### config.mk
export PLATFORM = sky130hd
export DESIGN_NAME = soc_slow_osc
export DESIGN_NICKNAME = d
export VERILOG_FILES = /design/src/soc_pkg.sv /design/src/soc_slow_osc.sv /design/src/soc_startup_cnt.sv
export SDC_FILE = /design/constraint.sdc
export NUM_CORES = 1
export LEC_CHECK = 0
export BUFFER_PORTS_ARGS = -buffer_cell sky130_fd_sc_hd__buf_2
export CORE_AREA = 2 2 85 87
export CTS_BUF_LIST = sky130_fd_sc_hd__clkbuf_8
export DETAILED_ROUTE_END_ITERATION = 6
export DIE_AREA = 0 0 87 89
export PLACE_DENSITY = 0.75
export SYNTH_ARGS = -nofsm -noshare
export SYNTH_HDL_FRONTEND = slang
export SYNTH_SLANG_ARGS = --single-unit
export TNS_END_PERCENT = 10
### constraint.sdc
create_clock -name CLK_IN -period 7.8 [get_ports CLK_IN]
set_clock_uncertainty 0.2 [all_clocks]
set_input_delay 0.78 -clock CLK_IN [delete_from_list [all_inputs] [get_ports CLK_IN]]
set_output_delay 0.78 -clock CLK_IN [all_outputs]
set_load 0.005 [all_outputs]
### src/soc_pkg.sv
// constants and types shared by the slow oscillator control block
package soc_pkg;
   // register byte offsets
   localparam logic [7:0] SOC_CTRL_ADDR = 8'h00;
   localparam logic [7:0] SOC_STATUS_ADDR = 8'h04;
   localparam logic [7:0] SOC_INT_STATUS_ADDR = 8'h08;
   localparam logic [7:0] SOC_INT_CLEAR_ADDR = 8'h0C;
   localparam logic [7:0] SOC_INT_ENABLE_ADDR = 8'h10;
   localparam logic [7:0] SOC_INT_DISABLE_ADDR = 8'h14;
   localparam logic [7:0] SOC_INT_MASK_ADDR = 8'h18;
   // control register field positions
   localparam int SOC_EN_BIT = 0;
   localparam int SOC_KHZ1_BIT = 1;
   localparam int SOC_KHZ32_BIT = 2;
   localparam int SOC_ALTERNATE_PIN_SELECT_BIT = 3;
   localparam int SOC_MODE_LSB = 8;
   localparam int SOC_MODE_W = 3;
   localparam int SOC_STARTUP_LSB = 16;
   localparam int SOC_STARTUP_W = 4;
   // status and interrupt bit position
   localparam int SOC_RDY_BIT = 0;
   // reset value of the control register (32 kHz output enabled)
   localparam logic [31:0] SOC_CTRL_RESET = 32'h0000_0004;
   localparam logic [31:0] SOC_ZERO_WORD = 32'h0000_0000;
   // mode encodings
   localparam logic [2:0] SOC_MODE_EXT = 3'h0;
   localparam logic [2:0] SOC_MODE_XTAL = 3'h1;
   localparam logic [2:0] SOC_MODE_XTAL_HC = 3'h4;
   localparam logic [2:0] SOC_MODE_RESET = 3'h0;
   localparam logic [3:0] SOC_STARTUP_RESET = 4'h0;
   // start-up counter width and unit step
   localparam int SOC_STARTUP_CNT_W = 16;
   localparam logic [15:0] SOC_STARTUP_ONE = 16'h0001;
   localparam logic [15:0] SOC_STARTUP_CLR = 16'h0000;
   // 1 kHz divider: toggle every 16 oscillator edges (32768 / 32)
   localparam logic [3:0] SOC_KHZ1_LAST = 4'hF;
   localparam logic [3:0] SOC_KHZ1_CLR = 4'h0;
   localparam logic [3:0] SOC_KHZ1_ONE = 4'h1;
   typedef enum logic [2:0] {
      SOC_OFF = 3'b001,
      SOC_STARTING = 3'b010,
      SOC_READY = 3'b100
   } soc_state_e;
endpackage

### src/soc_slow_osc.sv
// slow oscillator control: apb registers, start-up mask, pins, outputs, interrupt
`timescale 1ns/1ps
`default_nettype none
// How it works
// - after power-on the oscillator is off and pins stay with general io
// - while enabled in a crystal mode the clock unit owns both selected oscillator pins
// - external-clock mode uses only the input pin; output pin is released
// - mode field picks external clock or crystal operation
// - sleep modes never gate or disable a running oscillator
// - oscillator output stays masked for the selected start-up length
// - start-up delay applies after hard reset and every restart
// - ready flag sets once oscillator is stable
// - ready rising raises an interrupt when its mask bit is set
// - writing one to the enable register sets the ready mask bit
// - only power-on reset returns oscillator and its control to default
// - 1 kHz output runs only while its enable bit is one
// - 32 kHz output gated by own enable, set by power-on reset
// - pin-select bit routes the oscillator to one of two pin sets
// - mode 0 external, 1 crystal, 4 crystal high current, others reserved
// - pin-select zero uses default pins, one uses alternate pins
module soc_slow_osc (
   input wire logic CLK_IN, // system clock, 100 MHz
   input wire logic RESET_N_IN, // power-on reset, async, active low
   input wire logic SYS_RESET_N_IN, // any other reset, sync, active low
   input wire logic PSEL_IN, // apb select
   input wire logic PENABLE_IN, // apb enable
   input wire logic PWRITE_IN, // apb write
   input wire logic [7:0] PADDR_IN, // apb byte address
   input wire logic [31:0] PWDATA_IN, // apb write data
   output logic [31:0] PRDATA_OUT, // apb read data
   output logic PREADY_OUT, // apb ready
   output logic PSLVERR_OUT, // apb error, unmapped address
   input wire logic SLOW_XTAL_IN_IN, // default oscillator input pin level
   input wire logic ALT_XTAL_IN_IN, // alternate oscillator input pin level
   output logic SLOW_XTAL_IN_OWN_OUT, // clock unit owns default input pin
   output logic SLOW_XTAL_OUT_OWN_OUT, // clock unit owns default output pin
   output logic ALT_XTAL_IN_OWN_OUT, // clock unit owns alternate input pin
   output logic ALT_XTAL_OUT_OWN_OUT, // clock unit owns alternate output pin
   output logic OSC_ENABLE_OUT, // oscillator core enable
   output logic OSC_XTAL_MODE_OUT, // crystal amplifier on
   output logic OSC_HIGH_CURRENT_OUT, // crystal high current drive
   output logic CLK32K_OUT, // masked 32 kHz clock
   output logic CLK1K_OUT, // masked 1 kHz clock
   output logic IRQ_OUT // interrupt request, level
);
   import soc_pkg::*;

   // slow_osc_control fields
   logic osc_en;
   logic khz1_en;
   logic khz32_en;
   logic pin_alt;
   logic [SOC_MODE_W-1:0] mode;
   logic [SOC_STARTUP_W-1:0] startup;
   soc_state_e state;
   soc_state_e next_state;
   logic cnt_done;
   logic osc_pin;
   logic osc_q;
   logic osc_edge;
   logic [3:0] div_cnt;
   logic khz1_div;
   logic rdy_q;
   logic rdy_rise;
   logic int_status;
   logic int_mask;
   logic wr_fire;
   logic rd_phase;
   logic [31:0] next_prdata;
   logic next_slverr;
   logic [SOC_MODE_W-1:0] wr_mode;
   logic mode_legal;
   logic ready;

   assign wr_fire = PSEL_IN && PENABLE_IN && PREADY_OUT && PWRITE_IN;
   assign rd_phase = PSEL_IN && PENABLE_IN && !PREADY_OUT;
   assign wr_mode = PWDATA_IN[SOC_MODE_LSB +: SOC_MODE_W];
   assign mode_legal = (wr_mode == SOC_MODE_EXT) || (wr_mode == SOC_MODE_XTAL)
      || (wr_mode == SOC_MODE_XTAL_HC);
   assign ready = (state == SOC_READY);

   // control register: only power-on reset loads its reset value
   always_ff @(posedge CLK_IN or negedge RESET_N_IN) begin
      if (!RESET_N_IN) begin
         osc_en <= SOC_CTRL_RESET[SOC_EN_BIT];
         khz1_en <= SOC_CTRL_RESET[SOC_KHZ1_BIT];
         khz32_en <= SOC_CTRL_RESET[SOC_KHZ32_BIT];
         pin_alt <= SOC_CTRL_RESET[SOC_ALTERNATE_PIN_SELECT_BIT];
         mode <= SOC_MODE_RESET;
         startup <= SOC_STARTUP_RESET;
      end else if (wr_fire && PADDR_IN == SOC_CTRL_ADDR) begin
         // system resets do not reach here
         osc_en <= PWDATA_IN[SOC_EN_BIT];
         khz1_en <= PWDATA_IN[SOC_KHZ1_BIT];
         khz32_en <= PWDATA_IN[SOC_KHZ32_BIT];
         pin_alt <= PWDATA_IN[SOC_ALTERNATE_PIN_SELECT_BIT];
         startup <= PWDATA_IN[SOC_STARTUP_LSB +: SOC_STARTUP_W];
         // reserved mode codes leave the field unchanged
         if (mode_legal) begin
            mode <= wr_mode;
         end
      end
   end

   // oscillator cycle detection on the selected pin
   assign osc_pin = pin_alt ? ALT_XTAL_IN_IN : SLOW_XTAL_IN_IN;
   assign osc_edge = osc_en && osc_pin && !osc_q;

   always_ff @(posedge CLK_IN or negedge RESET_N_IN) begin
      if (!RESET_N_IN) begin
         osc_q <= 1'b0;
      end else begin
         osc_q <= osc_en && osc_pin;
      end
   end

   soc_startup_cnt u_startup (
      .clk_in(CLK_IN),
      .rst_n_in(RESET_N_IN),
      .load_in(state != SOC_STARTING),
      .edge_in(osc_edge),
      .sel_in(startup),
      .done_out(cnt_done)
   );

   // oscillator state: sleep has no input here, so nothing stops it but osc_en
   always_comb begin
      next_state = state;
      case (state)
         SOC_OFF: begin
            if (osc_en) begin
               next_state = SOC_STARTING;
            end
         end
         SOC_STARTING: begin
            if (!osc_en) begin
               next_state = SOC_OFF;
            end else if (cnt_done) begin
               next_state = SOC_READY;
            end
         end
         SOC_READY: begin
            if (!osc_en) begin
               next_state = SOC_OFF;
            end
         end
         default: begin
            next_state = SOC_OFF;
         end
      endcase
   end

   always_ff @(posedge CLK_IN or negedge RESET_N_IN) begin
      if (!RESET_N_IN) begin
         state <= SOC_OFF;
      end else begin
         state <= next_state;
      end
   end

   // 1 kHz divider, held in reset while masked
   always_ff @(posedge CLK_IN or negedge RESET_N_IN) begin
      if (!RESET_N_IN) begin
         div_cnt <= SOC_KHZ1_CLR;
         khz1_div <= 1'b0;
      end else if (!ready) begin
         div_cnt <= SOC_KHZ1_CLR;
         khz1_div <= 1'b0;
      end else if (osc_edge) begin
         div_cnt <= div_cnt + SOC_KHZ1_ONE;
         if (div_cnt == SOC_KHZ1_LAST) begin
            khz1_div <= !khz1_div;
         end
      end
   end

   // clock outputs and pin ownership
   always_ff @(posedge CLK_IN or negedge RESET_N_IN) begin
      if (!RESET_N_IN) begin
         CLK32K_OUT <= 1'b0;
         CLK1K_OUT <= 1'b0;
      end else begin
         CLK32K_OUT <= ready && khz32_en && osc_pin;
         CLK1K_OUT <= ready && khz1_en && khz1_div;
      end
   end

   always_ff @(posedge CLK_IN or negedge RESET_N_IN) begin
      if (!RESET_N_IN) begin
         SLOW_XTAL_IN_OWN_OUT <= 1'b0;
         SLOW_XTAL_OUT_OWN_OUT <= 1'b0;
         ALT_XTAL_IN_OWN_OUT <= 1'b0;
         ALT_XTAL_OUT_OWN_OUT <= 1'b0;
      end else begin
         SLOW_XTAL_IN_OWN_OUT <= osc_en && !pin_alt;
         SLOW_XTAL_OUT_OWN_OUT <= osc_en && !pin_alt && (mode != SOC_MODE_EXT);
         ALT_XTAL_IN_OWN_OUT <= osc_en && pin_alt;
         ALT_XTAL_OUT_OWN_OUT <= osc_en && pin_alt && (mode != SOC_MODE_EXT);
      end
   end

   always_ff @(posedge CLK_IN or negedge RESET_N_IN) begin
      if (!RESET_N_IN) begin
         OSC_ENABLE_OUT <= 1'b0;
         OSC_XTAL_MODE_OUT <= 1'b0;
         OSC_HIGH_CURRENT_OUT <= 1'b0;
      end else begin
         OSC_ENABLE_OUT <= osc_en;
         OSC_XTAL_MODE_OUT <= osc_en && (mode != SOC_MODE_EXT);
         OSC_HIGH_CURRENT_OUT <= osc_en && (mode == SOC_MODE_XTAL_HC);
      end
   end

   // interrupt: sticky status, mask, level output
   assign rdy_rise = ready && !rdy_q;

   always_ff @(posedge CLK_IN or negedge RESET_N_IN) begin
      if (!RESET_N_IN) begin
         rdy_q <= 1'b0;
      end else begin
         rdy_q <= ready;
      end
   end

   always_ff @(posedge CLK_IN or negedge RESET_N_IN) begin
      if (!RESET_N_IN) begin
         int_status <= 1'b0;
      end else if (!SYS_RESET_N_IN) begin
         int_status <= 1'b0;
      end else if (rdy_rise) begin
         int_status <= 1'b1;
      end else if (wr_fire && PADDR_IN == SOC_INT_CLEAR_ADDR && PWDATA_IN[SOC_RDY_BIT]) begin
         int_status <= 1'b0;
      end
   end

   always_ff @(posedge CLK_IN or negedge RESET_N_IN) begin
      if (!RESET_N_IN) begin
         int_mask <= 1'b0;
      end else if (!SYS_RESET_N_IN) begin
         int_mask <= 1'b0;
      end else if (wr_fire && PADDR_IN == SOC_INT_ENABLE_ADDR && PWDATA_IN[SOC_RDY_BIT]) begin
         int_mask <= 1'b1;
      end else if (wr_fire && PADDR_IN == SOC_INT_DISABLE_ADDR && PWDATA_IN[SOC_RDY_BIT]) begin
         int_mask <= 1'b0;
      end
   end

   always_ff @(posedge CLK_IN or negedge RESET_N_IN) begin
      if (!RESET_N_IN) begin
         IRQ_OUT <= 1'b0;
      end else if (!SYS_RESET_N_IN) begin
         IRQ_OUT <= 1'b0;
      end else begin
         IRQ_OUT <= int_status && int_mask;
      end
   end

   // apb read mux and unmapped decode
   always_comb begin
      next_prdata = SOC_ZERO_WORD;
      next_slverr = 1'b0;
      case (PADDR_IN)
         SOC_CTRL_ADDR: begin
            next_prdata[SOC_EN_BIT] = osc_en;
            next_prdata[SOC_KHZ1_BIT] = khz1_en;
            next_prdata[SOC_KHZ32_BIT] = khz32_en;
            next_prdata[SOC_ALTERNATE_PIN_SELECT_BIT] = pin_alt;
            next_prdata[SOC_MODE_LSB +: SOC_MODE_W] = mode;
            next_prdata[SOC_STARTUP_LSB +: SOC_STARTUP_W] = startup;
         end
         SOC_STATUS_ADDR: begin
            next_prdata[SOC_RDY_BIT] = ready;
         end
         SOC_INT_STATUS_ADDR: begin
            next_prdata[SOC_RDY_BIT] = int_status;
         end
         SOC_INT_MASK_ADDR: begin
            next_prdata[SOC_RDY_BIT] = int_mask;
         end
         SOC_INT_CLEAR_ADDR, SOC_INT_ENABLE_ADDR, SOC_INT_DISABLE_ADDR: begin
            next_prdata = SOC_ZERO_WORD;
         end
         default: begin
            next_slverr = 1'b1;
         end
      endcase
   end

   // one wait state: ready rises in the first access cycle's following edge
   always_ff @(posedge CLK_IN or negedge RESET_N_IN) begin
      if (!RESET_N_IN) begin
         PREADY_OUT <= 1'b0;
         PRDATA_OUT <= SOC_ZERO_WORD;
         PSLVERR_OUT <= 1'b0;
      end else if (!SYS_RESET_N_IN) begin
         PREADY_OUT <= 1'b0;
         PRDATA_OUT <= SOC_ZERO_WORD;
         PSLVERR_OUT <= 1'b0;
      end else begin
         PREADY_OUT <= rd_phase;
         PRDATA_OUT <= (rd_phase && !PWRITE_IN) ? next_prdata : SOC_ZERO_WORD;
         PSLVERR_OUT <= rd_phase && next_slverr;
      end
   end
endmodule
`default_nettype wire

### src/soc_startup_cnt.sv
// start-up counter that masks the oscillator until its selected length elapses
`timescale 1ns/1ps
`default_nettype none
module soc_startup_cnt (
   input wire logic clk_in, // system clock
   input wire logic rst_n_in, // power-on reset, active low
   input wire logic load_in, // restart the count
   input wire logic edge_in, // one oscillator cycle seen
   input wire logic [soc_pkg::SOC_STARTUP_W-1:0] sel_in, // start-up length select
   output logic done_out // start-up length reached
);
   import soc_pkg::*;
   logic [SOC_STARTUP_CNT_W-1:0] cnt;
   logic [SOC_STARTUP_CNT_W-1:0] last;

   // length is 2**sel oscillator cycles
   assign last = (SOC_STARTUP_ONE << sel_in) - SOC_STARTUP_ONE;

   always_ff @(posedge clk_in or negedge rst_n_in) begin
      if (!rst_n_in) begin
         cnt <= SOC_STARTUP_CLR;
         done_out <= 1'b0;
      end else if (load_in) begin
         cnt <= SOC_STARTUP_CLR;
         done_out <= 1'b0;
      end else if (edge_in && !done_out) begin
         cnt <= cnt + SOC_STARTUP_ONE;
         if (cnt == last) begin
            done_out <= 1'b1;
         end
      end
   end
endmodule
`default_nettype wire

* Yosys cells after proc, flatten, opt, wreduce, memory -nomap -nowiden *
Index checks and enable logic that the tools add are counted.

word-level totals
  register bits after elaboration = 84
  output and inout bits = 44

operators by class
  add/subtract/negate cells = 3
  muxes and demuxes = 32
  eq/ne operators = 22
  reduce and logical (&&, ||, !) cells = 47
  shifts and indexed selects = 1

operator list
  operator                                             number
  2-to-1 mux 16 bit                                    2
  2-to-1 mux 32 bit                                    1
  logical AND 1 bit                                    28
  == test 8 x 5 -> 1 bit (second input constant)       3
  2-to-1 mux 20 bit                                    1
  2-to-1 mux 3 bit                                     6
  2-to-1 mux 1 bit                                     17
  adder 16 x 1 -> 16 bit (second input constant)       1
  == test 16 bit                                       1
  == test 8 x 4 -> 1 bit (second input constant)       2
  << shifter 1 x 4 -> 16 bit (first input constant)    1
  subtractor 16 x 1 -> 16 bit (second input constant)  1
  2-to-1 mux 4 bit                                     3
  == test 3 bit (second input constant)                3
  case mux 3 bit (3 select lines)                      1
  == test 8 x 3 -> 1 bit (second input constant)       1
  logical NOT 8 bit                                    1
  logical NOT 1 bit                                    7
  OR reduction 7 bit                                   1
  == test 3 x 1 -> 1 bit (second input constant)       2
  != test 3 x 1 -> 1 bit (second input constant)       2
  != test 3 x 2 -> 1 bit (second input constant)       2
  AND reduction 2 bit                                  3
  adder 4 x 1 -> 4 bit (second input constant)         1
  10 further kinds                                     14

* Depth between registers and ports, before layout *
Gate-level depths: netlist of the first run.

  depth in word-level cells = 8
  gate-level depth with buffers = 12

* Modules after synthesis *
A second synthesis of the first run with hierarchy kept.

second synthesis, totals
  cell total of the unflattened synthesis = 329
  area, all modules = 3407.0 um^2

modules (own cells, without submodules)
  module           cells each  area each (um^2)  times used
  soc_slow_osc     173         2054.5            1
  soc_startup_cnt  156         1352.5            1

* Worst setup path after synthesis of the first run *
OpenSTA, ideal clock, no wires.

  path kind = input to register
  start = input port PADDR_IN[1]
  end = register mode[0]
  arrival = 2.336 ns
  stages = 5
  required time = 7.479 ns
  setup slack = 5.143 ns
  cells stage by stage = or4_1 -> or3_1 -> buf_6 -> or3_4 -> o22a_1

between the ends
  cells in the longest elaborated chain, start to end = 3

RTL lines
  element                        RTL line             source
  from (decl)                    soc_slow_osc.sv:28   input wire logic [7:0] PADDR_IN,
  logical NOT 8 bit              soc_slow_osc.sv:91   end else if (wr_fire && PADDR_IN == SOC_CTRL_ADDR) begin
  logical AND 1 bit              soc_slow_osc.sv:91
  AND reduction 2 bit (no line)  --
  to (signal assigned)           soc_slow_osc.sv:100  mode <= wr_mode;
  to (decl)                      soc_slow_osc.sv:53   logic [SOC_MODE_W-1:0] mode;

Every way passes these cells.
A chain may end at the register's enable or synchronous reset.

* Worst setup path after layout of the first run *
  start = register startup[2]
  end = register u_startup.done_out

between the ends
  cells in the longest elaborated chain, start to end = 5

RTL lines
  element                        RTL line               source
  from (decl)                    soc_slow_osc.sv:54     logic [SOC_STARTUP_W-1:0] startup;
  from (signal assigned)         soc_slow_osc.sv:97     startup <= PWDATA_IN[SOC_STARTUP_LSB +: SOC_STARTUP_W];
  << shifter 1 x 4 -> 16 bit     soc_startup_cnt.sv:17  assign last = (SOC_STARTUP_ONE << sel_in) - SOC_STARTUP_ONE;
  subtractor 16 x 1 -> 16 bit    soc_startup_cnt.sv:17
  == test 16 bit                 soc_startup_cnt.sv:28  if (cnt == last) begin
  nonzero test 2 bit (no line)   --
  AND reduction 2 bit (no line)  --
  to (signal assigned)           soc_startup_cnt.sv:22  done_out <= 1'b0;
  to (signal assigned)           soc_startup_cnt.sv:25  done_out <= 1'b0;
  to (signal assigned)           soc_startup_cnt.sv:29  done_out <= 1'b1;
  to (decl)                      soc_startup_cnt.sv:10  output logic done_out

Every way passes these cells.

==> summary.md, run 1 <==
| Metric | Value |
|---|---|
| Net Sw Power | 142 uW |
| F_max | 292 MHz |
| Seq/Total Area, Yosys | 0.479 |
| Final #Nets | 431 |
| Starting density of the core | 0.491 |
| Crit-path slowest cell | a2111oi_0 |
| H-tree depth | 3 |
| Critical Path Fanout Max | 19 |
| Vias in the first global route | 2230 |
| Via count | 2527 |
| Layout cells sized above 1 | 0.203 |
| Multi-input logic area | 0.00153 sq mm |
| Gr usage total | 0.177 |
| Wire per inst | 14.3 microns |
| Internal power | 496 uW |
| Buffers inserted by post-CTS timing repair | 0 |
| Chip Width | 87 microns |
| CP peak stage delay | 590 ps |
| Setup violators final | 0 |
| Seq. cell area | 0.00158 sq mm |
| Crit-path cells | nor2_1 > nand3_1 > ha_1 > nor2_1 > mux2i_1 > o32ai_1 > xor2_1 > a2111oi_0 > a22o_1 |
| Comb power frac | 0.035 |
| Synthesized flop and latch total | 63 |
| Port Buffers | 49 |
| Fin crit period | 3420 ps |
| Switch share | 0.223 |
| Outcome | completed |
| Hold depth | 1 |
| Worst skew pair latency | 350 ps |
| CTS Sinks | 63 |
| Global-route wire length before repair | 10.4 mm |
| Drt pass-1 iters | 4 |
| CTS tree | yes |
| Routability cong. | 0.851 |
| Static leakage | 0.00177 uW |
| Yosys cell types | 55 |
| Slew Viols, Final | 0 |
| Die ar. | 0.00774 sq mm |
| Worst-case clock buffer depth | 2 |
| Final Cycle Share | 0.439 |
| Syn Inst Count | 336 |
| Max rail drop VDD | 0.0000733 V |
| Final hold vios | 0 |
| Final hold slack | 279 ps |
| Max-cap violations | 0 |
| Post-cts resize count | 0 |
| Fillers | 576 |
| Worst-path clk slew | 70 ps |
| # hold bufs at CTS | 0 |
| Clk pwr share | 0.452 |
| DP HPWL | 4.48 mm |
| CTS root buffer | clkbuf_8 |
| Detailed Route Iter0 Violations | 226 |
| Grt ovf | 0 |
| Area grow syn2layout | 12.1% |
| Crit Path Class | flip-flop to flip-flop |
| Rel. slew slack | 0.485 |
| Util after Layout | 0.550 |
| I/O Pins | 92 |
| Pwr/cell area | 173 mW/mm^2 |
| Post-synth EDFFs | 0 |
| Ys Warns | 0 |
| Avg Inst Size Synth | 9.81 sq um |
| Worst hold path class | flip-flop to flip-flop |
| Largest net degree at the start of global routing | 64 |
| DIE HEIGHT | 89 microns |
| Row count | 30 |
| Worst Path Required | 7890 ps |
| Most frequent CP cell | nor2_1 |
| Part of the power in registers | 0.514 |
| R2R depth | 9 |
| Async set or reset register ratio after synthesis | 1.00 |
| Final WL | 6.62 mm |
| DRC | 0 |
| Routed vias/inst | 5.45 |
| Final TNS setup | 0 ps |
| Slew @ Worst Pin | 772 ps |
| Ys flop type | dfrtp_1 |
| Ant diodes | 0 |
| Worst setup SP type | flip-flop |
| Synthesized area | 0.00330 sq mm |
| Arrival time worst endpoint | 3510 ps |
| Initial antenna violation count | 0 |
| RSZ-0062 raised after global routing | false |
| Core area | 0.00672 sq mm |
| Final antenna-violating net count | 0 |
| CP endpoint kind | flip-flop |
| TritonCTS buffer count | 9 |
-- critical path, delay by kind of cell, from the launching register on --
family,cells,cell delay (ps)
adder cells (fa/ha/maj),1,430
AO/OA/AOI/OAI,3,1130
AND/OR/NAND/NOR,3,790
XOR/XNOR,1,110
flip-flops,1,580
multiplexers,1,100
-- sequential cells by signal, summed over array words and instances (netlist names), 3 cells and up --
register	count
u_startup.cnt	16
PRDATA_OUT	11
div_cnt	4
startup	4
mode	3
state	3
-- routing by layer --
layer	vias to the layer above	wire (microns)	GRT usage
met2	97	3100	0.282
met1	1200	2890	0.216
li1	1220	-	-
met4	0	127	0.0781
met3	10	495	0.0646
met5	-	0	0
-- power groups by stage --
stage               Clock (uW)  Combinational, uW  Sequential [uW]
floorplan                    0               13.8              334
global placement             0               21.9              334
detailed placement           0               22.2              334
CTS                        295               22.3              328
global route               312               25.6              328
finish                     288               22.2              328
-- cell usage after synthesis (all sizes together), types with 7 or more instances --
cell type,count,area share
dfrtp,61,0.46
o21ai,8,0.012
buf,25,0.055
nor2,37,0.044
clkbuf,12,0.014
a21oi,11,0.017
nand3,9,0.014
nand2,19,0.022
mux2,7,0.024
and2,13,0.025
inv,8,0.0091
xor2,18,0.048
xnor2,8,0.021
nand4,12,0.023
and3,8,0.015
-- placed cells by master, fill, tap and decap left out, types with 5 or more instances in the layout --
master / netlist / layout
dfrtp_1: 61 / 61
buf_2: 2 / 49
nor2_1: 36 / 36
conb_1: 1 / 21
nand2_1: 19 / 19
xor2_1: 18 / 18
and2_1: 13 / 13
nand4_1: 12 / 12
a21oi_1: 11 / 11
clkbuf_8: 0 / 11
inv_1: 8 / 9
nand3_1: 9 / 9
and3_1: 8 / 8
xnor2_1: 8 / 8
o21ai_0: 8 / 8
mux2_2: 7 / 7
nor4_1: 6 / 6
nor3_1: 6 / 6
nand2b_1: 6 / 6
nor2b_1: 6 / 6
or3_1: 5 / 5
mux2i_1: 5 / 5
-- layout make-up --
| class | instances | share of cell area |
|---|---|---|
| Inverter | 8 | 0.00813 |
| Multi-Input combinational cell | 248 | 0.415 |
| Clock buffer | 11 | 0.0410 |
| Tap cell | 80 | 0.0271 |
| Sequential cell | 63 | 0.428 |
| Clock inverter | 4 | 0.0125 |
| Timing Repair Buffer | 50 | 0.0684 |
-- cells by family after synthesis --
| group | count (synthesis) | share of synthesized area |
|---|---|---|
| other | 1 | 0.00114 |
| multiplexers | 12 | 0.0391 |
| AO/OA/AOI/OAI | 45 | 0.0915 |
| XOR/XNOR | 26 | 0.0691 |
| adder cells (fa/ha/maj) | 3 | 0.0114 |
| buffers and inverters | 45 | 0.0782 |
| flip-flops | 63 | 0.479 |
| AND/OR/NAND/NOR | 141 | 0.230 |
-- final timing paths --
kind	from	to	slack, ps
setup / recovery	startup[2]	u_startup.done_out	4380
hold / removal	state[2]	state[1]	280
setup reg to reg	startup[2]	u_startup.done_out	4380
hold reg to reg	state[2]	state[1]	280
max in group asynchronous	RESET_N_IN	div_cnt[0]	6500
min in group asynchronous	RESET_N_IN	u_startup.cnt[11]	390
-- metrics by stage --
stage | power [uW] | setup slack, ps | std cells | area [sq um]
detailed placement | 356 | 4450 | 449 | 3500
global route | 665 | 4290 | 464 | 3690
global placement | 356 | 4520 | 449 | 3500
CTS | 645 | 4460 | 464 | 3690
floorplan | 348 | 5140 | 356 | 3370
finish | 638 | 4380 | 464 | 3690
(Power assumes the default switching activity.)
==> run 2: changes to the inputs <==
--- a/config.mk
+++ b/config.mk
@@ -5,11 +5,12 @@
 export SDC_FILE = /design/constraint.sdc
 export NUM_CORES = 1
 export LEC_CHECK = 0
+export ABC_AREA = 1
 export BUFFER_PORTS_ARGS = -buffer_cell sky130_fd_sc_hd__buf_2
-export CORE_AREA = 2 2 85 87
+export CORE_AREA = 2 2 86 88
 export CTS_BUF_LIST = sky130_fd_sc_hd__clkbuf_8
 export DETAILED_ROUTE_END_ITERATION = 6
-export DIE_AREA = 0 0 87 89
+export DIE_AREA = 0 0 88 90
 export PLACE_DENSITY = 0.75
 export SYNTH_ARGS = -nofsm -noshare
 export SYNTH_HDL_FRONTEND = slang
==> constraint.sdc (replaced) <==
create_clock -name CLK_IN -period 3.4 [get_ports CLK_IN]
set_clock_uncertainty 0.2 [all_clocks]
set_input_delay 0.34 -clock CLK_IN [delete_from_list [all_inputs] [get_ports CLK_IN]]
set_output_delay 0.34 -clock CLK_IN [all_outputs]
set_load 0.005 [all_outputs]
==> run 2 against run 1 <==
  * Final cell count up 29%
  * Sequential power up 150%
  * Hold slack worse by 260 ps
  * Routed wire length increased by 15%
  * Combinational power rose to 9.0 times the previous value
  * Fmax grew 39%
  * Die area increased by 2.3%
  * Flip-flop and latch count is the same
  * Critical path type unchanged
  * Largest power group unchanged
==> summary.md, run 2 <==
| Metric | Value |
|---|---|
| Pre-CTS setup slack | 977 ps |
| Synth area leader | dfrtp_1 |
| Final TNS setup | 0 ps |
| Fin crit period | 2450 ps |
| Max rail drop VDD | 0.000284 V |
| Core area | 0.00702 sq mm |
| F_max | 408 MHz |
| Critical Path Fanout Max | 9 |
| Layout cells sized above 1 | 0.188 |
| Final hold slack | 20.8 ps |
| Syn Inst Count | 433 |
| Ys Warns | 0 |
| Commonest non-fill, non-tap cell in the layout | nand2_1 |
| Pwr/cell area | 446 mW/mm^2 |
| Commonest cells post-synth | nand2_1 (96), dfrtp_1 (61), inv_1 (53), nor2_1 (46), nand3_1 (31) |
| Row count | 31 |
| Final hold vios | 0 |
| Global-route wire length before repair | 12.8 mm |
| Slew @ Worst Pin | 598 ps |
| Min setup slack post-route | 947 ps |
| Final #Nets | 546 |
| H-tree depth | 3 |
| Final antenna-violating net count | 0 |
| Worst Path Required | 3480 ps |
| Wire per inst | 12.7 microns |
| Worst-case clock buffer depth | 2 |
| Ant diodes | 0 |
| Total power | 1760 uW |
| DP HPWL | 5.57 mm |
| Inst Count DP | 577 |
| Grt ovf | 0 |
| DRC | 0 |
| Rel. slew slack | 0.599 |
| Gr usage total | 0.207 |
| Non-Filler Instances | 599 |
| DIE HEIGHT | 90 microns |
| Synthesized flop and latch total | 63 |
| Final WL | 7.62 mm |
| Slew Viols, Final | 0 |
| Worst hold path class | input pin to flip-flop |
| Die ar. | 0.00792 sq mm |
| Avg Inst Size Synth | 7.83 sq um |
| Area grow syn2layout | 16.4% |
| Largest reg by FF count | u_startup.cnt |
| Via count | 2961 |
| Max FFs per register | 16 |
| Post-synth EDFFs | 0 |
| RSZ-0062 raised after global routing | false |
| CTS tree | yes |
| Worst-path clk slew | 80 ps |
| Routed vias/inst | 4.94 |
| Port Buffers | 49 |
| Crit Path Class | flip-flop to flip-flop |
| Commonest cells after routing, fill and taps aside | nand2_1 (96), dfrtp_1 (61), inv_1 (53) |
| TritonCTS buffer count | 9 |
| Routability cong. | 0.918 |
| Multi-input logic area | 0.00147 sq mm |
| Outcome | completed |
| Setup violators final | 0 |
| Max-cap violations | 0 |
| CP endpoint kind | flip-flop |
| Largest registers | u_startup.cnt x16, PRDATA_OUT x11 |
| Seq. cell area | 0.00158 sq mm |
| Seq/Total Area, Yosys | 0.466 |
| I/O Pins | 92 |
| Largest net degree at the start of global routing | 29 |
| Starting density of the core | 0.483 |
| Final Cycle Share | 0.721 |
| Vias in the first global route | 2960 |
| Drt pass-1 iters | 4 |
| Async set or reset register ratio after synthesis | 1.00 |
| Initial antenna violation count | 0 |
| Worst skew pair latency | 350 ps |
| Static leakage | 0.00199 uW |
| Fillers | 645 |
| Chip Width | 88 microns |
| CTS Sinks | 63 |
| Largest cells by area after synthesis | dfrtp_1 (45%), nand2_1 (11%), inv_1 (5.9%) |
| Detailed Route Iter0 Violations | 150 |
| Count leader, synth | nand2_1 |
| Synth top area share | 0.450 |
| Buffers inserted by post-CTS timing repair | 0 |
| CTS root buffer | clkbuf_8 |
| Synthesized area | 0.00339 sq mm |
| Ys flop type | dfrtp_1 |
| Arrival time worst endpoint | 2530 ps |
| Yosys cell types | 38 |
| Worst setup SP type | flip-flop |
[run 2: changes by cell type after synthesis, sizes merged, moves of 7 or more]
cell,previous run,this run
nand4,12,5
clkbuf,12,2
and2,13,1
nand2,19,101
xor2,18,3
and3,8,0
xnor2,8,0
nor2,37,51
o21ai,8,28
inv,8,60
nand3,9,32
nor3,6,26
[run 2: worst paths after layout]
path | startpoint | to | slack (ps) | cells past startpoint
max in group asynchronous | RESET_N_IN | khz32_en | 1980 | 3
setup / recovery | startup[1] | u_startup.done_out | 950 | 13
min in group asynchronous | RESET_N_IN | u_startup.cnt[2] | 260 | 2
setup reg to reg | startup[1] | u_startup.done_out | 950 | 13
hold reg to reg | rdy_q | int_status | 260 | 1
hold / removal | PWDATA_IN[2] | khz32_en | 20 | 3
[run 2: through the flow]
stage               utilization  area (sq um)
detailed placement        0.522          3660
CTS                       0.562          3950
finish                    0.562          3950
global placement          0.522          3660
floorplan                     -          3470
global route              0.562          3950
[run 2: cells by family (layout without fill, tap and decap cells)]
group                    Yosys count  in the layout  synth area share
flip-flops                        63             63             0.466
other                              1             21           0.00111
multiplexers                       2              2           0.00664
AND/OR/NAND/NOR                  220            220             0.293
AO/OA/AOI/OAI                     55             55            0.0930
adder cells (fa/ha/maj)            3              3            0.0111
XOR/XNOR                           3              3           0.00775
buffers and inverters             86            133             0.122
[run 2: routing by layer]
| layer | global-route usage | share of wire | vias up | wire [microns] |
|---|---|---|---|---|
| met4 | 0.103 | 0.027 | 0 | 209 |
| met3 | 0.0478 | 0.044 | 19 | 339 |
| li1 | - | - | 1481 | - |
| met1 | 0.260 | 0.44 | 1389 | 3360 |
| met2 | 0.332 | 0.49 | 72 | 3710 |
| met5 | 0 | 0 | - | 0 |
[run 2: layout make-up]
| class | instances | share of cell area |
|---|---|---|
| repair buffers | 57 | 0.0811 |
| inverters | 60 | 0.0570 |
| multi-input cells | 304 | 0.373 |
| well taps | 99 | 0.0314 |
| flip-flops and latches | 63 | 0.400 |
| clock buffers | 9 | 0.0314 |
| clock inverters | 7 | 0.0260 |
[run 2: worst max-delay path, stage by stage (launching register included)]
cell	delay, ps
dfrtp_1	610
inv_1	180
nand3_1	140
ha_1	240
inv_1	100
a21oi_4	200
nand2_1	110
nand3_1	100
nand2_1	50
nor2_1	90
nand2_1	90
nor2_1	150
nor2_1	60
nor2_1	80
[run 2: power breakdown]
| part | switching (uW) | internal, uW |
|---|---|---|
| Sequential | 22.3 | 784 |
| Clock | 334 | 423 |
| Combinational | 134 | 64.9 |
| Total | 490 | 1270 |
[run 2: repair_timing]
action	in CTS	in global routing
endpoints found under the hold margin	21	0
hold buffers	6	0
gates resized for setup	0	0
==> run 3: changes to the inputs <==
--- a/config.mk
+++ b/config.mk
@@ -5,13 +5,13 @@
 export SDC_FILE = /design/constraint.sdc
 export NUM_CORES = 1
 export LEC_CHECK = 0
-export ABC_AREA = 1
+export ABC_AREA = 0
 export BUFFER_PORTS_ARGS = -buffer_cell sky130_fd_sc_hd__buf_2
 export CORE_AREA = 2 2 86 88
 export CTS_BUF_LIST = sky130_fd_sc_hd__clkbuf_8
 export DETAILED_ROUTE_END_ITERATION = 6
 export DIE_AREA = 0 0 88 90
-export PLACE_DENSITY = 0.75
+export PLACE_DENSITY = 0.76
 export SYNTH_ARGS = -nofsm -noshare
 export SYNTH_HDL_FRONTEND = slang
 export SYNTH_SLANG_ARGS = --single-unit
==> constraint.sdc (replaced) <==
create_clock -name CLK_IN -period 2.1 [get_ports CLK_IN]
set_clock_uncertainty 0.2 [all_clocks]
set_input_delay 0.21 -clock CLK_IN [delete_from_list [all_inputs] [get_ports CLK_IN]]
set_output_delay 0.21 -clock CLK_IN [all_outputs]
set_load 0.005 [all_outputs]
==> run 3 against run 2 <==
  * Critical path depth is 3 lower
  * Non-clock buffer count is 39 higher
  * Hold slack better by 15 ps
  * The flow now finishes with violations (negative setup slack)
  * Clock power is 60% higher
  * Via count is 5.6% lower
  * Sequential power is 51% higher
  * Global-route usage is 0.48 points higher
  * Combinational power is 41% lower
==> summary.md, run 3 (synthesized netlist as in run 1, its figures left out) <==
| Metric | Value |
|---|---|
| Pwr/cell area | 608 mW/mm^2 |
| Final antenna-violating net count | 0 |
| Total power | 2550 uW |
| Non-Filler Instances | 530 |
| Commonest non-fill, non-tap cell in the layout | dfrtp_1 |
| FF-to-FF End | u_startup.done_out |
| Commonest cells after routing, fill and taps aside | dfrtp_1 (59), buf_2 (49), nor2_1 (33), buf_4 (33), conb_1 (21) |
| Worst-path clk slew | 80 ps |
| Port Buffers | 49 |
| Critical Path Fanout Max | 9 |
| Hold depth | 3 |
| CTS root buffer | clkbuf_8 |
| Wire per inst | 14.7 microns |
| Crit-path cells | nor2_4 > nand3_2 > ha_4 > buf_4 > xnor2_1 > xnor2_1 > nor3_1 > o2111ai_1 > nor4_1 > a22o_1 |
| Area grow syn2layout | 27.3% |
| Routed vias/inst | 5.28 |
| H-tree depth | 3 |
| CP top delay family | simple AND/OR/NAND/NOR gates |
| Final hold vios | 0 |
| Core area | 0.00702 sq mm |
| Worst Path Required | 2190 ps |
| I/O Pins | 92 |
| Worst skew pair latency | 360 ps |
| Drt pass-1 iters | 4 |
| Largest reg by FF count | u_startup.cnt |
| Initial antenna violation count | 0 |
| RSZ-0062 raised after global routing | true |
| HP Start | PWDATA_IN[9] |
| Grt ovf | 0 |
| Final hold slack | 36.0 ps |
| CTS tree | yes |
| Outcome | finished with violations |
| Violated checks | negative setup slack |
| Min setup slack post-route | -155 ps |
| TritonCTS buffer count | 9 |
| Worst hold path class | input pin to flip-flop |
| Max-cap violations | 0 |
| Crit Path Class | flip-flop to flip-flop |
| Via count | 2796 |
| Chip Width | 88 microns |
| Final WL | 7.80 mm |
| DIE HEIGHT | 90 microns |
| Max FFs per register | 16 |
| R2R depth | 10 |
| Util after Layout | 0.598 |
| Slew Viols, Final | 0 |
| Fin crit period | 2260 ps |
| F_max | 443 MHz |
| Largest net degree at the start of global routing | 25 |
| Inst Count DP | 499 |
| Vias in the first global route | 2691 |
| Routability cong. | 0.833 |
| Worst setup SP type | flip-flop |
| Critical R2R Launch | startup[2] |
| Final Cycle Share | 1.07 |
| Pre-CTS setup slack | -521 ps |
| R2r setup slk | -160 ps |
| Arrival time worst endpoint | 2350 ps |
| Largest registers | u_startup.cnt x16, PRDATA_OUT x11 |
| Die ar. | 0.00792 sq mm |
| DP HPWL | 5.21 mm |
| Setup violators final | 1 |
| Max rail drop VDD | 0.000335 V |
| Worst-case clock buffer depth | 2 |
| CTS Sinks | 63 |
| Most frequent CP cell | xnor2_1 |
| Crit-path slowest cell | dfrtp_1 |
| CP peak stage delay | 410 ps |
| Gr usage total | 0.212 |
| Starting density of the core | 0.469 |
| Bufs and invs on worst path | 1 |
| Layout cells sized above 1 | 0.290 |
| Global-route wire length before repair | 12.9 mm |
| Detailed Route Iter0 Violations | 217 |
| Ant diodes | 0 |
| Static leakage | 0.00200 uW |
| Final #Nets | 477 |
| CP endpoint kind | flip-flop |
| Row count | 31 |
| DRC | 0 |
| Setup crit start | startup[2] |
| Hold endpoint | mode[0] |
run 3: changes by cell type in the layout (fill, tap and decap cells not counted), sizes merged, moves of 7 or more:
| cell | delta |
|---|---|
| nand3 | -23 |
| xnor2 | +8 |
| buf | +31 |
| and3 | +8 |
| nor2 | -14 |
| inv | -52 |
| and2 | +12 |
| nand4 | +7 |
| xor2 | +15 |
| nor3 | -20 |
| nand2 | -82 |
| dlygate4sd3 | +8 |
| o21ai | -20 |
run 3: area by class of cell:
class | instances | area, sq um
Fill cell | 569 | 2830
Multi-Input combinational cell | 248 | 1600
Sequential cell | 63 | 1580
Timing Repair Buffer | 96 | 633
Clock buffer | 9 | 124
Tap cell | 99 | 124
Clock inverter | 7 | 103
Inverter | 8 | 30.0
run 3: where the power goes:
group | switching, uW | leakage [uW] | internal [uW] | total, uW
registers | 1.35 | 0.000862 | 1210 | 1220
logic | 68.3 | 0.00102 | 50.1 | 118
clock network | 533 | 0.000111 | 682 | 1210
total | 602 | 0.00200 | 1950 | 2550
run 3: timing repair:
item                                   4_1_cts  5_1_grt
pin swaps                                    6        3
gates resized for setup                      5        4
endpoints found under the hold margin       37        0
setup buffers                                1        0
hold buffers                                14        0
setup endpoints to repair                    1        8
run 3: layer usage:
layer  track usage  vias up  part of all wire
li1              -     1308                 -
met1         0.269     1350              0.41
met2         0.326      110              0.50
met3        0.0523       28             0.054
met4         0.122        0             0.037
met5             0        -                 0
run 3: worst reg2reg max path, delay by kind of cell (launching register included):
family,cells,cell delay (ps)
AO/OA/AOI/OAI,2,310
XOR/XNOR,2,270
adder cells (fa/ha/maj),1,200
buffers and inverters,1,180
flip-flops,1,410
AND/OR/NAND/NOR,4,630
run 3: worst max path at each step:
stage,endpoint,slack (ps),depth (start not counted)
floorplan,u_startup.done_out,-200,11
global placement,u_startup.done_out,-420,10
detailed placement,u_startup.done_out,-520,10
CTS,u_startup.done_out,-200,10
global route,u_startup.done_out,-290,10
finish,u_startup.done_out,-160,10
run 3: per-stage QoR:
| stage | cell area (sq um) | setup TNS (ps) |
|---|---|---|
| 2_1_floorplan | 3440 | -203 |
| 3_3_place_gp | 3780 | -2250 |
| 3_5_place_dp | 3780 | -2850 |
| 4_1_cts | 4190 | -203 |
| 5_1_grt | 4200 | -292 |
| 6_report | 4200 | -155 |
